File: src/hdl/ism_consts.svh
`ifndef ISM_CONSTS_SVH
`define ISM_CONSTS_SVH
// register byte addresses
`define ISM_ADR_SMC     8'h00
`define ISM_ADR_EDGE    8'h04
`define ISM_ADR_PIC0    8'h08
`define ISM_ADR_PIC1    8'h0C
`define ISM_ADR_PIC2    8'h10
`define ISM_ADR_GIC0    8'h14
`define ISM_ADR_GIC1    8'h18
`define ISM_ADR_GIC2    8'h1C
`define ISM_ADR_GIC3    8'h20
`define ISM_ADR_SERCFG  8'h24
`define ISM_ADR_STAT    8'h28
// field positions and masks
`define ISM_SMC_OUT     5
`define ISM_SMC_EN      4
`define ISM_SMC_WMASK   8'h17
`define ISM_EDGE_WMASK  8'h0F
`define ISM_PIC0_MASK   8'h7F
`define ISM_GIC_MASK    8'h33
`define ISM_PIC2_MASK   8'h33
`define ISM_SER_MASK    8'h0F
`define ISM_RST_VAL     8'h00
// timing
`define ISM_CLK_HZ      40000000
`define ISM_RECOVER_NS  1000
`define ISM_RECOVER_CYC ((`ISM_RECOVER_NS * 40 + 999) / 1000)
`define ISM_DEBOUNCE_LS 4
`endif

File: src/hdl/ism_pkg.sv
package ism_pkg;
    typedef enum logic [1:0] {
        ISM_RUN,
        ISM_ASLEEP,
        ISM_RECOVER
    } ism_pwr_t;
    typedef enum logic [1:0] {
        ISM_EDGE_OFF,
        ISM_EDGE_RISE,
        ISM_EDGE_FALL,
        ISM_EDGE_BOTH
    } ism_edge_t;
endpackage : ism_pkg

File: src/hdl/ism_sync_if.sv
`timescale 1ns/10ps
interface ism_sync_if;
    logic [4:0] rawIn;
    logic [4:0] cleanOut;
    modport owner (output rawIn, input cleanOut);
    modport sync  (input rawIn, output cleanOut);
endinterface : ism_sync_if

File: src/hdl/ism_pin_sync.sv
`timescale 1ns/10ps
module ism_pin_sync
    import ism_pkg::*;
(
    // clock and reset
    input wire logic     ref_clk,
    input wire logic     rst,
    // pins
    ism_sync_if.sync     pins
);
    typedef struct packed {
        logic [4:0] s1;
        logic [4:0] s2;
        logic [4:0] s3;
        logic [4:0] val;
    } ism_sync_st_t;

    ism_sync_st_t st_ff;
    ism_sync_st_t nxt_st;

    always_comb begin
        nxt_st    = st_ff;
        nxt_st.s1 = pins.rawIn;
        nxt_st.s2 = st_ff.s1;
        nxt_st.s3 = st_ff.s2;
        // accept a change once stage two and three agree
        for (int i = 0; i < 5; i++) begin
            if (st_ff.s2[i] == st_ff.s3[i]) begin
                nxt_st.val[i] = st_ff.s3[i];
            end
        end
    end

    always_ff @(posedge ref_clk or posedge rst) begin
        if (rst) begin
            st_ff <= '0;
        end else begin
            st_ff <= nxt_st;
        end
    end

    assign pins.cleanOut = st_ff.val;
endmodule : ism_pin_sync

File: src/hdl/ism_irq_ctrl.sv
`timescale 1ns/10ps
`include "ism_consts.svh"
module ism_irq_ctrl
    import ism_pkg::*;
(
    // clock and reset
    input  wire logic        ref_clk,
    input  wire logic        rst,
    // wishbone slave
    input  wire logic        wb_cyc_i,
    input  wire logic        wb_stb_i,
    input  wire logic        wb_we_i,
    input  wire logic [7:0]  wb_adr_i,
    input  wire logic [31:0] wb_dat_i,
    input  wire logic [3:0]  wb_sel_i,
    output logic      [31:0] wb_dat_o,
    output logic             wb_ack_o,
    // pins
    input  wire logic        extPin0,
    input  wire logic        extPin1,
    input  wire logic        rxPin,
    input  wire logic        lowSupplyRaw,
    input  wire logic        slowOscClk,
    // internal source pulses: tb0 tb1 stmP stmA ctmP ctmA de ur iic spi
    input  wire logic        tb0Evt,
    input  wire logic        tb1Evt,
    input  wire logic        stmPEvt,
    input  wire logic        stmAEvt,
    input  wire logic        ctmPEvt,
    input  wire logic        ctmAEvt,
    input  wire logic        deEvt,
    input  wire logic        urEvt,
    input  wire logic        iicEvt,
    input  wire logic        spiEvt,
    // power state
    input  wire logic        sleepMode,
    input  wire logic        idleMode,
    input  wire logic        serialClkOn,
    // core side
    input  wire logic        stackFull,
    input  wire logic        irqAccept,
    output logic             irqReq,
    output logic      [3:0]  irqVector,
    output logic             wakeUp,
    output logic             monitorOn,
    output logic      [2:0]  tripLevelSel,
    output logic             serialFreeze,
    output logic             rxDiscard
);
    typedef struct packed {
        logic [7:0]  smc;
        logic [7:0]  edgeSel;
        logic [7:0]  pic0;
        logic [7:0]  pic1;
        logic [7:0]  pic2;
        logic [7:0]  gic0;
        logic [7:0]  gic1;
        logic [7:0]  gic2;
        logic [7:0]  gic3;
        logic [7:0]  serCfg;
        logic [4:0]  pinPrev;
        logic [3:0]  lsSync;
        logic [2:0]  dbCnt;
        ism_pwr_t    pwr;
        logic [7:0]  recCnt;
        logic        wakePend;
        logic        ack;
        logic [31:0] rdat;
        logic        req;
        logic [3:0]  vec;
        logic        wake;
    } ism_st_t;

    ism_st_t st_ff;
    ism_st_t nxt_st;

    ism_sync_if syncBus ();
    logic [4:0] pinVal;

    assign syncBus.rawIn = {slowOscClk, lowSupplyRaw, rxPin, extPin1, extPin0};
    assign pinVal        = syncBus.cleanOut;

    ism_pin_sync u_sync (
        .ref_clk (ref_clk),
        .rst     (rst),
        .pins    (syncBus)
    );

    function automatic logic edgeHit(input logic [1:0] mode, input logic prev,
                                     input logic cur);
        edgeHit = ((mode[0] & ~prev & cur) | (mode[1] & prev & ~cur));
    endfunction : edgeHit

    function automatic logic [7:0] wrByte(input logic [7:0] old, input logic [7:0] mask);
        wrByte = (old & ~mask) | (wb_dat_i[7:0] & mask);
    endfunction : wrByte

    logic wbWr;
    logic wbHit;
    logic slowRise;
    logic rxFall;
    logic serWakeOk;
    logic lvOut;
    logic [7:0] readMux;
    logic [8:0] pend;

    assign wbHit    = wb_cyc_i & wb_stb_i & ~st_ff.ack;
    assign wbWr     = wbHit & wb_we_i & wb_sel_i[0];
    assign slowRise = st_ff.pinPrev[4] == 1'b0 && pinVal[4] == 1'b1;
    assign rxFall   = st_ff.pinPrev[2] & ~pinVal[2];
    // monitor gated off in sleep
    assign lvOut    = st_ff.smc[`ISM_SMC_EN] & ~sleepMode & pinVal[3];
    // wake, port, receiver, receive-irq enables with serial clock off
    assign serWakeOk = (&st_ff.serCfg[3:0]) & ~serialClkOn;
    // flag and enable pairs, vector 9 at the top down to vector 1
    assign pend = {st_ff.pic2[5] & st_ff.pic2[1], st_ff.pic2[4] & st_ff.pic2[0],
                   st_ff.pic1[7] & st_ff.pic1[3], st_ff.pic1[6] & st_ff.pic1[2],
                   st_ff.pic1[5] & st_ff.pic1[1], st_ff.pic1[4] & st_ff.pic1[0],
                   st_ff.pic0[6] & st_ff.pic0[3], st_ff.pic0[5] & st_ff.pic0[2],
                   st_ff.pic0[4] & st_ff.pic0[1]};

    always_comb begin
        unique case (wb_adr_i)
            `ISM_ADR_SMC:    readMux = st_ff.smc;
            `ISM_ADR_EDGE:   readMux = {4'h0, st_ff.edgeSel[3:0]};
            `ISM_ADR_PIC0:   readMux = st_ff.pic0;
            `ISM_ADR_PIC1:   readMux = st_ff.pic1;
            `ISM_ADR_PIC2:   readMux = st_ff.pic2;
            `ISM_ADR_GIC0:   readMux = st_ff.gic0;
            `ISM_ADR_GIC1:   readMux = st_ff.gic1;
            `ISM_ADR_GIC2:   readMux = st_ff.gic2;
            `ISM_ADR_GIC3:   readMux = st_ff.gic3;
            `ISM_ADR_SERCFG: readMux = st_ff.serCfg;
            `ISM_ADR_STAT:   readMux = {6'h00, st_ff.pwr};
            default:         readMux = 8'h00;
        endcase
    end

    always_comb begin
        logic [7:0] gr;
        gr             = 8'h00;
        nxt_st         = st_ff;
        nxt_st.pinPrev = pinVal;
        nxt_st.ack     = wbHit;
        nxt_st.rdat    = {24'h000000, readMux};
        nxt_st.wake    = 1'b0;

        // register writes first, hardware sets afterwards so a set wins
        if (wbWr) begin
            unique case (wb_adr_i)
                `ISM_ADR_SMC:    nxt_st.smc = wrByte(st_ff.smc, `ISM_SMC_WMASK);
                `ISM_ADR_EDGE:   nxt_st.edgeSel = wrByte(st_ff.edgeSel, `ISM_EDGE_WMASK);
                `ISM_ADR_PIC0:   nxt_st.pic0 = wrByte(st_ff.pic0, `ISM_PIC0_MASK);
                `ISM_ADR_PIC1:   nxt_st.pic1 = wb_dat_i[7:0];
                `ISM_ADR_PIC2:   nxt_st.pic2 = wrByte(st_ff.pic2, `ISM_PIC2_MASK);
                `ISM_ADR_GIC0:   nxt_st.gic0 = wrByte(st_ff.gic0, `ISM_GIC_MASK);
                `ISM_ADR_GIC1:   nxt_st.gic1 = wrByte(st_ff.gic1, `ISM_GIC_MASK);
                `ISM_ADR_GIC2:   nxt_st.gic2 = wrByte(st_ff.gic2, `ISM_GIC_MASK);
                `ISM_ADR_GIC3:   nxt_st.gic3 = wrByte(st_ff.gic3, `ISM_GIC_MASK);
                `ISM_ADR_SERCFG: nxt_st.serCfg = wrByte(st_ff.serCfg, `ISM_SER_MASK);
                default: ;
            endcase
        end

        // read-only low supply flag follows the comparator
        nxt_st.smc[`ISM_SMC_OUT] = lvOut;

        // debounce counted on slow oscillator rising edges
        if (!lvOut) begin
            nxt_st.dbCnt = 3'h0;
        end else if (slowRise && st_ff.dbCnt != 3'(`ISM_DEBOUNCE_LS)) begin
            nxt_st.dbCnt = st_ff.dbCnt + 3'h1;
        end
        if (lvOut && slowRise && st_ff.dbCnt == 3'(`ISM_DEBOUNCE_LS - 1)) begin
            nxt_st.gic2[4] = 1'b1;
        end

        // external pins
        if (edgeHit(st_ff.edgeSel[1:0], st_ff.pinPrev[0], pinVal[0])) begin
            nxt_st.pic0[4] = 1'b1;
        end
        if (edgeHit(st_ff.edgeSel[3:2], st_ff.pinPrev[1], pinVal[1])) begin
            nxt_st.pic0[5] = 1'b1;
        end
        // internal sources, each to its own flag
        if (tb0Evt)  nxt_st.pic0[6] = 1'b1;
        if (tb1Evt)  nxt_st.pic1[4] = 1'b1;
        if (spiEvt)  nxt_st.pic2[5] = 1'b1;
        if (stmPEvt) nxt_st.gic0[4] = 1'b1;
        if (stmAEvt) nxt_st.gic0[5] = 1'b1;
        if (ctmPEvt) nxt_st.gic1[4] = 1'b1;
        if (ctmAEvt) nxt_st.gic1[5] = 1'b1;
        if (deEvt)   nxt_st.gic2[5] = 1'b1;
        if (iicEvt)  nxt_st.gic3[5] = 1'b1;
        // serial events ignored while recovering from wake-up
        if (urEvt && st_ff.pwr == ISM_RUN) nxt_st.gic3[4] = 1'b1;

        // power sequencing for the serial wake path
        unique case (st_ff.pwr)
            ISM_RUN: begin
                if (sleepMode) nxt_st.pwr = ISM_ASLEEP;
            end
            ISM_ASLEEP: begin
                if (serWakeOk && rxFall) begin
                    nxt_st.wake     = 1'b1;
                    nxt_st.wakePend = 1'b1;
                    nxt_st.pwr      = ISM_RECOVER;
                    nxt_st.recCnt   = 8'(`ISM_RECOVER_CYC);
                end else if (!sleepMode) begin
                    nxt_st.pwr = ISM_RUN;
                end
            end
            ISM_RECOVER: begin
                if (st_ff.recCnt == 8'h01) begin
                    nxt_st.pwr = ISM_RUN;
                    // serial flag only after recovery; gated later by enables
                    if (st_ff.wakePend) nxt_st.gic3[4] = 1'b1;
                    nxt_st.wakePend = 1'b0;
                end
                nxt_st.recCnt = st_ff.recCnt - 8'h01;
            end
            default: nxt_st.pwr = ISM_RUN;
        endcase

        // group flags from enabled members
        for (int g = 0; g < 4; g++) begin
            gr = (g == 0) ? nxt_st.gic0 : (g == 1) ? nxt_st.gic1 :
                 (g == 2) ? nxt_st.gic2 : nxt_st.gic3;
            if ((gr[4] & gr[0]) | (gr[5] & gr[1])) begin
                if (g < 3) nxt_st.pic1[5 + g] = 1'b1;
                else       nxt_st.pic2[4] = 1'b1;
            end
        end

        // idle wake only from a newly set supply flag, no other pending flag
        if (idleMode && (nxt_st.gic2[4] && !st_ff.gic2[4])) begin
            nxt_st.wake = 1'b1;
        end

        // vector selection by priority
        nxt_st.req = 1'b0;
        nxt_st.vec = 4'h0;
        if (st_ff.pic0[0] && !stackFull) begin
            // walk up from the weakest source so the lowest vector wins
            for (int v = 8; v >= 0; v--) begin
                if (pend[v]) begin
                    nxt_st.req = 1'b1;
                    nxt_st.vec = 4'(v + 1);
                end
            end
        end
        if (irqAccept && st_ff.req) begin
            nxt_st.pic0[0] = 1'b0;
            nxt_st.req     = 1'b0;
        end
    end

    always_ff @(posedge ref_clk or posedge rst) begin
        if (rst) begin
            st_ff     <= '0;
            st_ff.pwr <= ISM_RUN;
        end else begin
            st_ff <= nxt_st;
        end
    end

    assign wb_dat_o     = st_ff.rdat;
    assign wb_ack_o     = st_ff.ack;
    assign irqReq       = st_ff.req;
    assign irqVector    = st_ff.vec;
    assign wakeUp       = st_ff.wake;
    assign monitorOn    = st_ff.smc[`ISM_SMC_EN] & ~sleepMode;
    assign tripLevelSel = st_ff.smc[2:0];
    // transmitter freezes while its clock is off or while the power state is not run
    assign serialFreeze = ~serialClkOn | (st_ff.pwr != ISM_RUN);
    assign rxDiscard    = st_ff.pwr == ISM_RECOVER;

    // assertions
    property p_edgeUpper;
        @(posedge ref_clk) disable iff (rst)
        st_ff.edgeSel[7:4] == 4'h0;
    endproperty
    a_edgeUpper: assert property (p_edgeUpper) else $error("edge upper nibble set");

    property p_noGlobal;
        @(posedge ref_clk) disable iff (rst)
        !st_ff.pic0[0] |=> !irqReq;
    endproperty
    a_noGlobal: assert property (p_noGlobal)
        else $error("request without global enable");

    property p_accClears;
        @(posedge ref_clk) disable iff (rst)
        (irqAccept && irqReq) |=> !st_ff.pic0[0];
    endproperty
    a_accClears: assert property (p_accClears)
        else $error("global enable not cleared");

    property p_stackHold;
        @(posedge ref_clk) disable iff (rst)
        stackFull |=> !irqReq;
    endproperty
    a_stackHold: assert property (p_stackHold) else $error("request with full stack");

    property p_sleepOff;
        @(posedge ref_clk) disable iff (rst)
        sleepMode |-> !monitorOn;
    endproperty
    a_sleepOff: assert property (p_sleepOff) else $error("monitor on in sleep");

    property p_lvFlagNeedsOut;
        @(posedge ref_clk) disable iff (rst)
        ($rose(st_ff.gic2[4]) && !$past(wbWr)) |-> $past(st_ff.smc[`ISM_SMC_OUT]);
    endproperty
    a_lvFlagNeedsOut: assert property (p_lvFlagNeedsOut)
        else $error("supply flag early");

    property p_recoverDiscard;
        @(posedge ref_clk) disable iff (rst)
        $rose(rxDiscard) |-> rxDiscard [*8];
    endproperty
    a_recoverDiscard: assert property (p_recoverDiscard)
        else $error("recovery too short");

    property p_ackOnce;
        @(posedge ref_clk) disable iff (rst)
        wb_ack_o |=> !wb_ack_o;
    endproperty
    a_ackOnce: assert property (p_ackOnce) else $error("ack held two cycles");

    property p_recoverHold;
        @(posedge ref_clk) disable iff (rst)
        (rxDiscard && st_ff.recCnt != 8'h01 && !wbWr) |=> $stable(st_ff.gic3[4]);
    endproperty
    a_recoverHold: assert property (p_recoverHold)
        else $error("serial flag set in recovery");

    property p_sleepFlag;
        @(posedge ref_clk) disable iff (rst)
        sleepMode |=> !st_ff.smc[`ISM_SMC_OUT];
    endproperty
    a_sleepFlag: assert property (p_sleepFlag)
        else $error("low supply flag in sleep");
endmodule : ism_irq_ctrl

File: config.mk
export PLATFORM = sky130hd
export DESIGN_NAME = ism_irq_ctrl
export DESIGN_NICKNAME = d
export VERILOG_FILES = /design/src/hdl/ism_pkg.sv /design/src/hdl/ism_sync_if.sv /design/src/hdl/ism_pin_sync.sv /design/src/hdl/ism_irq_ctrl.sv
export VERILOG_INCLUDE_DIRS = /design/src /design/src/hdl
export SDC_FILE = /design/constraint.sdc
export NUM_CORES = 1
export LEC_CHECK = 0
export BUFFER_PORTS_ARGS = -buffer_cell sky130_fd_sc_hd__buf_2
export CORE_MARGIN = 2
export CORE_UTILIZATION = 49
export CTS_BUF_LIST = sky130_fd_sc_hd__clkbuf_16
export DETAILED_ROUTE_END_ITERATION = 8
export PLACE_DENSITY = 0.84
export SLEW_MARGIN = 20
export SYNTH_ARGS = -nofsm -noshare
export SYNTH_HDL_FRONTEND = slang
export SYNTH_SLANG_ARGS = --single-unit
File: constraint.sdc
create_clock -name ref_clk -period 2.4 [get_ports ref_clk]
set_input_delay 0 -clock ref_clk [delete_from_list [all_inputs] [get_ports ref_clk]]
set_output_delay 0 -clock ref_clk [all_outputs]
set_load 0.02 [all_outputs]
---- Word level (Yosys, flattened, before mapping) ----
Index checks and enable logic that the tools add are counted.
operators by class
  mux-type cells .......................... 55
  add/sub/neg operators ................... 2
  reductions and logical operators ........ 60
  bitwise gates (word level) .............. 58
  eq/ne operators ......................... 25
operators with widths
  cell                                              number
  one-hot mux 8 bit (11 select lines)               1
  two-way mux 63 bit                                1
  two-way mux 8 bit                                 7
  two-way mux 5 bit                                 10
  nonzero test 2 bit                                22
  AND reduction 2 bit                               21
  bitwise OR 8 x 6 -> 8 bit                         5
  bitwise AND 1 bit                                 33
  == test 8 x 5 -> 1 bit, second input constant     4
  two-way mux 1 bit                                 26
  == test 8 x 6 -> 1 bit, second input constant     3
  one-hot mux 9 bit (2 select lines)                1
  == test 8 x 4 -> 1 bit, second input constant     2
  bitwise OR 8 x 4 -> 8 bit                         2
  logical AND 1 bit                                 10
  two-way mux 9 bit                                 1
  inverter 1 bit                                    9
  == test 8 x 1 -> 1 bit, second input constant     1
  == test 8 x 3 -> 1 bit, second input constant     1
  zero test 8 bit                                   1
  two-way mux 2 bit                                 4
  bitwise OR 8 x 5 -> 8 bit                         1
  bitwise OR 8 x 7 -> 8 bit                         1
  subtractor 8 x 1 -> 8 bit, second input constant  1
  16 further kinds                                  32
storage, ports and cells
  register bits ........................... 134
  bits of input ports ..................... 69
  logic and storage cells ................. 243

---- Logic depth before layout (Yosys ltp) ----
Gate-level depths: netlist of run 1.
  word-level depth ........................ 13
  depth in mapped cells ................... 7
  gate-level depth less buffers ........... 7

---- By module ----
A second synthesis of run 1 with hierarchy kept.
unflattened totals
  cells, all modules ...................... 408
  area total of the unflattened synthesis .. 4848.4 µm²
modules (own cells, without submodules)
  module        cells each  instances  area an instance (µm²)
  ism_irq_ctrl  377         1          4250.3
  ism_pin_sync  31          1          598.1

---- Worst setup path before layout of run 1 ----
OpenSTA, ideal clock, no wires.
  path kind ............................... register to register
  start point ............................. reg st_ff (netlist bit wb_ack_o)
  end point ............................... reg st_ff[115] in the netlist's numbering
  stages on the path, launching flop included .. 7
  required time ........................... 2.274 ns
  path buffers ............................ 1
  slack ................................... -0.054 ns
  data arrival time ....................... 2.328 ns
  setup time .............................. 0.126 ns
  clock period less this slack ............ 2.454 ns
  cells stage by stage .................... dfrtp_1 -> nand3b_1 -> or3_1 -> clkbuf_1 -> nor2_4 -> mux2_1 -> a221o_1
between the ends
  cells in the longest elaborated chain, start to end .. 10
  elaborated cells between the ends (all ways) .. 14
  those cells by class .................... 4 x mux; 7 x bitwise; 3 x reduce/logical
RTL lines
  item                                  RTL line                                  source
  start: declaration                    ism_irq_ctrl.sv:74                        ism_st_t st_ff;
  start signal: assignment              ism_irq_ctrl.sv:263                       st_ff <= nxt_st;
  inverter 1 bit *                      ism_irq_ctrl.sv:107                       assign wbHit = wb_cyc_i & wb_stb_i & ~st_ff.ack;
  bitwise AND 1 bit *                   ism_irq_ctrl.sv:107
  bitwise AND 1 bit * (2 in a row)      ism_irq_ctrl.sv:108                       assign wbWr = wbHit & wb_we_i & wb_sel_i[0];
  two-way mux 63 bit                    ism_irq_ctrl.sv:149                       if (wbWr) begin
  two-way mux 1 bit (on tied branches)  ism_irq_ctrl.sv:189, ism_irq_ctrl.sv:190
  bitwise AND 1 bit                     ism_irq_ctrl.sv:229                       if ((gr[4] & gr[0]) | (gr[5] & gr[1])) begin
  bitwise OR 1 bit                      ism_irq_ctrl.sv:229
  nonzero test 2 bit (no source line)   --
  AND reduction 2 bit (no source line)  --
Every way passes the cells marked *; elsewhere a longest branch is shown, timed or not. The select of a mux whose other input is x is not followed.
A chain may end at the register's enable or synchronous reset.

==> flow_summary.json, run 1 <==
{
  "detail_route.wl_per_cell_um": 17.7,
  "num_antenna_cells": 0,
  "clock_skew_ns": 0.00612,
  "syn_to_final_growth_pct": 16.8,
  "cts-root-buf": "clkbuf_16",
  "vias": 3571,
  "relSlewSlack_pct": 42.1,
  "ant_nets": 0,
  "period_minus_slack_ns": 2.21,
  "die_x_um": 103,
  "drc": 0,
  "overflow": 0,
  "gr-usage-all-layers_pct": 22.3,
  "n_fill_cell": 799,
  "start_util_pct": 49.8,
  "critPathKind": "reg -> reg",
  "final_max_slew_viol_count": 0,
  "critPathRequiredTime_ns": 2.62,
  "powerDensity_nw_per_um2": 605,
  "worstPathArrival_ns": 2.44,
  "ys_seq_area_share_pct": 52.4,
  "die-area_um2": 10700,
  "hold_viol_final": 0,
  "synth_seq_cells": 101,
  "final_cell_mix": "101 x dfrtp_1, 62 x buf_2, 27 x nand2_1",
  "hold_class": "in -> reg",
  "ys_types": 59,
  "hpwl_um": 8040,
  "rows": 36,
  "die_y_um": 103,
  "antenna_found_initial": 0,
  "power_uw": 3410,
  "grt_start_max_net_pins": 102,
  "fin_crit_sh_pct": 92.3,
  "first_pass_iters": 5,
  "cts.sinks": 101,
  "synth_area_um2": 4820,
  "routabilityCongestion": 0.975,
  "maxCapViolCount": 0,
  "worstMarginPinSlew_ns": 0.860,
  "setup_viol": 0,
  "portBuffers": 62,
  "vias_per_cell": 5.64,
  "place_area_um2": 5160,
  "post_cts_buffers": 0,
  "end_kind": "register",
  "peakVddDrop_v": 0.000326,
  "final_common_cell": "dfrtp_1",
  "grt_pass1_vias": 3462,
  "synth_flop_cell": "dfrtp_1",
  "syn_area_per_cell_um2": 11.7,
  "start_kind": "register",
  "drt_iter0_drc": 347,
  "synth_edf_count": 0,
  "ys.warnings.count": 0,
  "rsz0062_at_grt": "no",
  "path_max_fanout": 5,
  "synthCells": 413,
  "clk_latency_ns": 0.34,
  "drive_gt1_share_pct": 23.4,
  "nets": 570,
  "grt_pass1_wl_um": 17700,
  "leakagePower_uw": 0.00261,
  "core-area_um2": 9680,
  "final_area_um2": 5630,
  "status": "complete, no violations",
  "cts_tree": "done",
  "multiInputGateArea_um2": 1990,
  "clk_path_buf_depth": 2,
  "cts_max_level": 3,
  "fmax_mhz": 452,
  "io_pins": 114,
  "cts_made_buffers": 9,
  "ctsResizeCount": 0,
  "register_area_um2": 2530,
  "synthArstFlopShare_pct": 100,
  "clkTransAtPathRegs_ns": 0.06,
  "wl_um": 11200
}
[per-layer routing]
layer	share of wire (%)	track usage, %
met1	41	29.3
met5	0	0
met2	49	36.1
met3	8.0	4.64
met4	2.3	9.41
[timing repair]
| action | in CTS | in global routing |
|---|---|---|
| endpoints found under the hold margin | 131 | 0 |
| endpoints found under the setup margin | 0 | 0 |
| hold buffers | 22 | 0 |
[kinds of logic after synthesis]
family / count (synthesis) / share of synthesized area (%)
other: 1 / 0.0778
xor gates and xnor gates: 1 / 0.182
DFF: 101 / 52.4
adders and majority gates: 10 / 2.34
and+or+nand+nor: 118 / 15.0
muxes: 51 / 11.5
AOI/OAI and AO/OA: 69 / 10.2
buffers and inverters: 62 / 8.17
[worst max-delay path, cell delays in order, from the launching register on]
cell	delay [ns]
dfrtp_1	0.38
nand3b_1	0.31
buf_4	0.25
nor4_4	0.43
mux2_2	0.41
a221o_1	0.31
[Yosys cell counts, types with 3 or more instances]
master / n / area [um2]
nand3b_1: 4 / 30.0
or4b_1: 4 / 40.0
buf_1: 3 / 11.3
a32o_1: 3 / 30.0
a21oi_1: 10 / 50.1
nor4_4: 3 / 63.8
ha_1: 5 / 62.6
a221o_1: 3 / 30.0
mux2i_1: 14 / 140
nand2_1: 27 / 101
maj3_1: 5 / 50.1
a22o_1: 4 / 35.0
dfrtp_1: 101 / 2530
a211o_1: 7 / 61.3
mux2_2: 20 / 225
or3_1: 3 / 18.8
nor2_1: 17 / 63.8
a22oi_1: 12 / 90.1
buf_4: 39 / 293
mux2_1: 17 / 191
o21ai_0: 10 / 50.1
o22ai_1: 5 / 31.3
o211ai_1: 3 / 22.5
inv_1: 13 / 48.8
nor2b_1: 15 / 93.8
or4_1: 3 / 22.5
clkbuf_1: 5 / 18.8
nand3_1: 11 / 55.1
and2_1: 3 / 18.8
and3_1: 3 / 18.8
nor3_1: 8 / 40.0
[final timing paths]
check / startpoint / endpoint / slack [ns] / cells past startpoint
worst max-delay path: wb_ack_o / st_ff[106] / 0.19 / 5
worst min-delay path: iicEvt / st_ff[75] / 0.02 / 3
worst max register to register: wb_ack_o / st_ff[106] / 0.19 / 5
worst min register to register: u_sync.nxt_st[13] / u_sync.nxt_st[8] / 0.35 / 0
max in group asynchronous: rst / u_sync.st_ff[6] / 1.65 / 4
min in group asynchronous: rst / st_ff[115] / 0.34 / 4
[where the power goes]
group | total (uW) | leakage, uW | internal, uW | switching [uW]
registers | 1830 | 0.00126 | 1770 | 63.7
clock network | 1240 | 0.000130 | 676 | 567
logic | 330 | 0.00122 | 132 | 198
[cell type report]
| cell class | count | area share, % |
|---|---|---|
| clock inverters | 6 | 0.422 |
| inverters | 13 | 0.933 |
| clock buffers | 9 | 4.00 |
| flip-flops and latches | 101 | 44.9 |
| multi-input cells | 273 | 35.3 |
| well taps | 133 | 2.96 |
| repair buffers | 98 | 11.5 |
[per-stage QoR]
stage | util (%) | hold WS [ns] | TNS (ns) | setup slack, ns | std cells
3_5_place_dp | 53.3 | 0.110 | 0 | 0.160 | 596
6_report | 58.1 | 0.0212 | 0 | 0.186 | 633
2_1_floorplan | - | 0.0314 | -0.0104 | -0.00522 | 436
4_1_cts | 58.1 | 0.00646 | 0 | 0.190 | 633
3_3_place_gp | 53.3 | 0.108 | 0 | 0.210 | 596
5_1_grt | 58.1 | 0.0199 | 0 | 0.0193 | 633
[flip-flops by register name, summed over array words and instances, names as in the netlist]
register	cells
wakeUp	1
u_sync.pins.cleanOut	5
tripLevelSel	3
irqVector	4
st_ff	63
u_sync.st_ff	5
wb_dat_o	8
irqReq	1
wb_ack_o	1
u_sync.nxt_st	10
No activity file was read; power rests on OpenSTA's default activity.
==> inputs of run 2 (changes only) <==
BUFFER_PORTS_ARGS = unset   (was -buffer_cell sky130_fd_sc_hd__buf_2)
CORE_UTILIZATION = 57   (was 49)
DONT_BUFFER_PORTS = 1   (was unset)
GPL_TIMING_DRIVEN = 0   (was unset)
PLACE_DENSITY = 0.82   (was 0.84)
==> run 2 against run 1 <==
Compared with the run above: critical path depth up 2; design area grew 1.7%; setup slack worse by 0.13 ns; sequential share of layout area fell by 0.74 points; routed wire length grew 0.14%; sequential power about the same.
==> flow_summary.json, run 2 (synthesized netlist as in run 1, its figures left out) <==
{
  "drive_gt1_share_pct": 18.6,
  "setup_viol": 0,
  "p_clk_share_pct": 37.3,
  "peakVddDrop_v": 0.000404,
  "io_pins": 114,
  "hold_viol_final": 0,
  "rr_worst_depth": 5,
  "rows": 33,
  "p_sw_uw": 856,
  "wl_um": 11200,
  "cts-root-buf": "clkbuf_16",
  "drc": 0,
  "p_comb_share_pct": 9.8,
  "grt_pass1_vias": 3451,
  "first_pass_iters": 5,
  "p_int_uw": 2620,
  "grt.busiest_layer": "met2",
  "status": "complete, no violations",
  "num_antenna_cells": 0,
  "worstPathArrival_ns": 2.57,
  "top_register": "st_ff",
  "syn_to_final_growth_pct": 18.7,
  "routabilityCongestion": 0.949,
  "core-area_um2": 8220,
  "power_uw": 3470,
  "switching_share_pct": 24.6,
  "seqPwrFrac_pct": 52.9,
  "start_kind": "input port",
  "clkTransAtPathRegs_ns": 0.07,
  "grt_util_met3_pct": 5.09,
  "fin_crit_sh_pct": 97.8,
  "final_cell_mix": "101 x dfrtp_1, 40 x buf_4, 33 x dlygate4sd3_1",
  "vias": 3473,
  "start_util_pct": 58.7,
  "powerDensity_nw_per_um2": 607,
  "gr-usage-all-layers_pct": 26.3,
  "worstMarginPinSlew_ns": 0.662,
  "cts_max_level": 3,
  "maxCapViolCount": 0,
  "final_max_slew_viol_count": 0,
  "ant_nets": 0,
  "period_minus_slack_ns": 2.35,
  "end_kind": "register",
  "portBuffers": 0,
  "largest_reg_flops": 63,
  "clk_latency_ns": 0.33,
  "nets": 558,
  "clk_path_buf_depth": 2,
  "holdPathStages": 3,
  "grt_pass1_wl_um": 18000,
  "die_y_um": 96.0,
  "r2r_setup_slack_ns": 0.10,
  "clock_skew_ns": 0.00619,
  "fin_util_pct": 69.7,
  "rsz0062_at_grt": "no",
  "die_x_um": 96.0,
  "grt_start_max_net_pins": 35,
  "final_common_cell": "dfrtp_1",
  "relSlewSlack_pct": 55.9,
  "die-area_um2": 9210,
  "cts.sinks": 101,
  "leakagePower_uw": 0.00258,
  "hpwl_um": 7850,
  "met2_usage_pct": 41.2,
  "overflow": 0,
  "fmax_mhz": 426,
  "cts_made_buffers": 9,
  "vias_per_cell": 5.86,
  "met1_usage_pct": 36.8,
  "antenna_found_initial": 0,
  "detail_route.wl_per_cell_um": 18.9,
  "hold_class": "in -> reg",
  "cts_tree": "done",
  "drt_iter0_drc": 429,
  "critPathRequiredTime_ns": 2.62,
  "path_max_fanout": 9,
  "critPathKind": "in -> reg"
}
## run 2: cell types whose count changed in the layout (fill, tap and decap cells not counted), sizes merged
cell	before	now
buf	76	48
dlygate4sd3	22	33
clkbuf	9	14
clkinvlp	1	3
clkinv	4	3
inv	14	13
## run 2: critical path, cell delays in order
cell,delay (ns)
dlygate4sd3_1,0.58
or4_1,0.50
or3_1,0.39
clkbuf_4,0.17
nor2_4,0.28
mux2_1,0.38
a221o_1,0.27
## run 2: layout make-up
cell class,count,area (um2)
Buffer,49,349
Multi-Input combinational cell,273,1990
Fill cell,562,2490
Tap cell,105,131
Timing Repair Buffer,37,405
Inverter,13,52.6
Clock buffer,9,225
Sequential cell,101,2530
Clock inverter,6,40.0
## run 2: power by group through the flow
| stage | Clock, uW | Sequential, uW | Combinational (uW) |
|---|---|---|---|
| 2_1_floorplan | 0 | 1840 | 226 |
| 3_3_place_gp | 0 | 1860 | 261 |
| 3_5_place_dp | 0 | 1860 | 283 |
| 4_1_cts | 1320 | 1830 | 338 |
| 5_1_grt | 1400 | 1840 | 378 |
| 6_report | 1300 | 1840 | 341 |
## run 2: metrics by stage
step           cells  TNS, ns  hold slack (ns)  area [um2]  worst slack [ns]
2_1_floorplan    436  -0.0104           0.0314        4920          -0.00522
3_3_place_gp     541    -1.24           0.0315        5050            -0.292
3_5_place_dp     544    -1.94          -0.0818        5110            -0.319
4_1_cts          593        0           0.0133        5720            0.0522
5_1_grt          593        0           0.0510        5720           0.00364
6_report         593        0           0.0241        5720            0.0528
## run 2: worst paths after layout
path,start,to
min in group asynchronous,rst,u_sync.nxt_st[10]
min,sleepMode,st_ff[51]
max reg2reg,wb_ack_o,st_ff[106]
min reg2reg,u_sync.nxt_st[10],u_sync.nxt_st[5]
max in group asynchronous,rst,wb_dat_o[0]
max,wb_adr_i[6],st_ff[116]
## run 2: repair_timing
action                                 in CTS  in global routing
endpoints found under the hold margin      91                  0
gates resized for setup                     0                  1
pin swaps                                   0                  1
buffers inserted                            1                  0
setup endpoints to repair                  22                  2
hold buffers                               33                  0
## run 2: layer usage
metal / vias to the layer above / routed length (um)
li1: 1577 / -
met1: 1685 / 4610
met2: 192 / 5310
met3: 19 / 1100
met4: 0 / 187
met5: - / 0
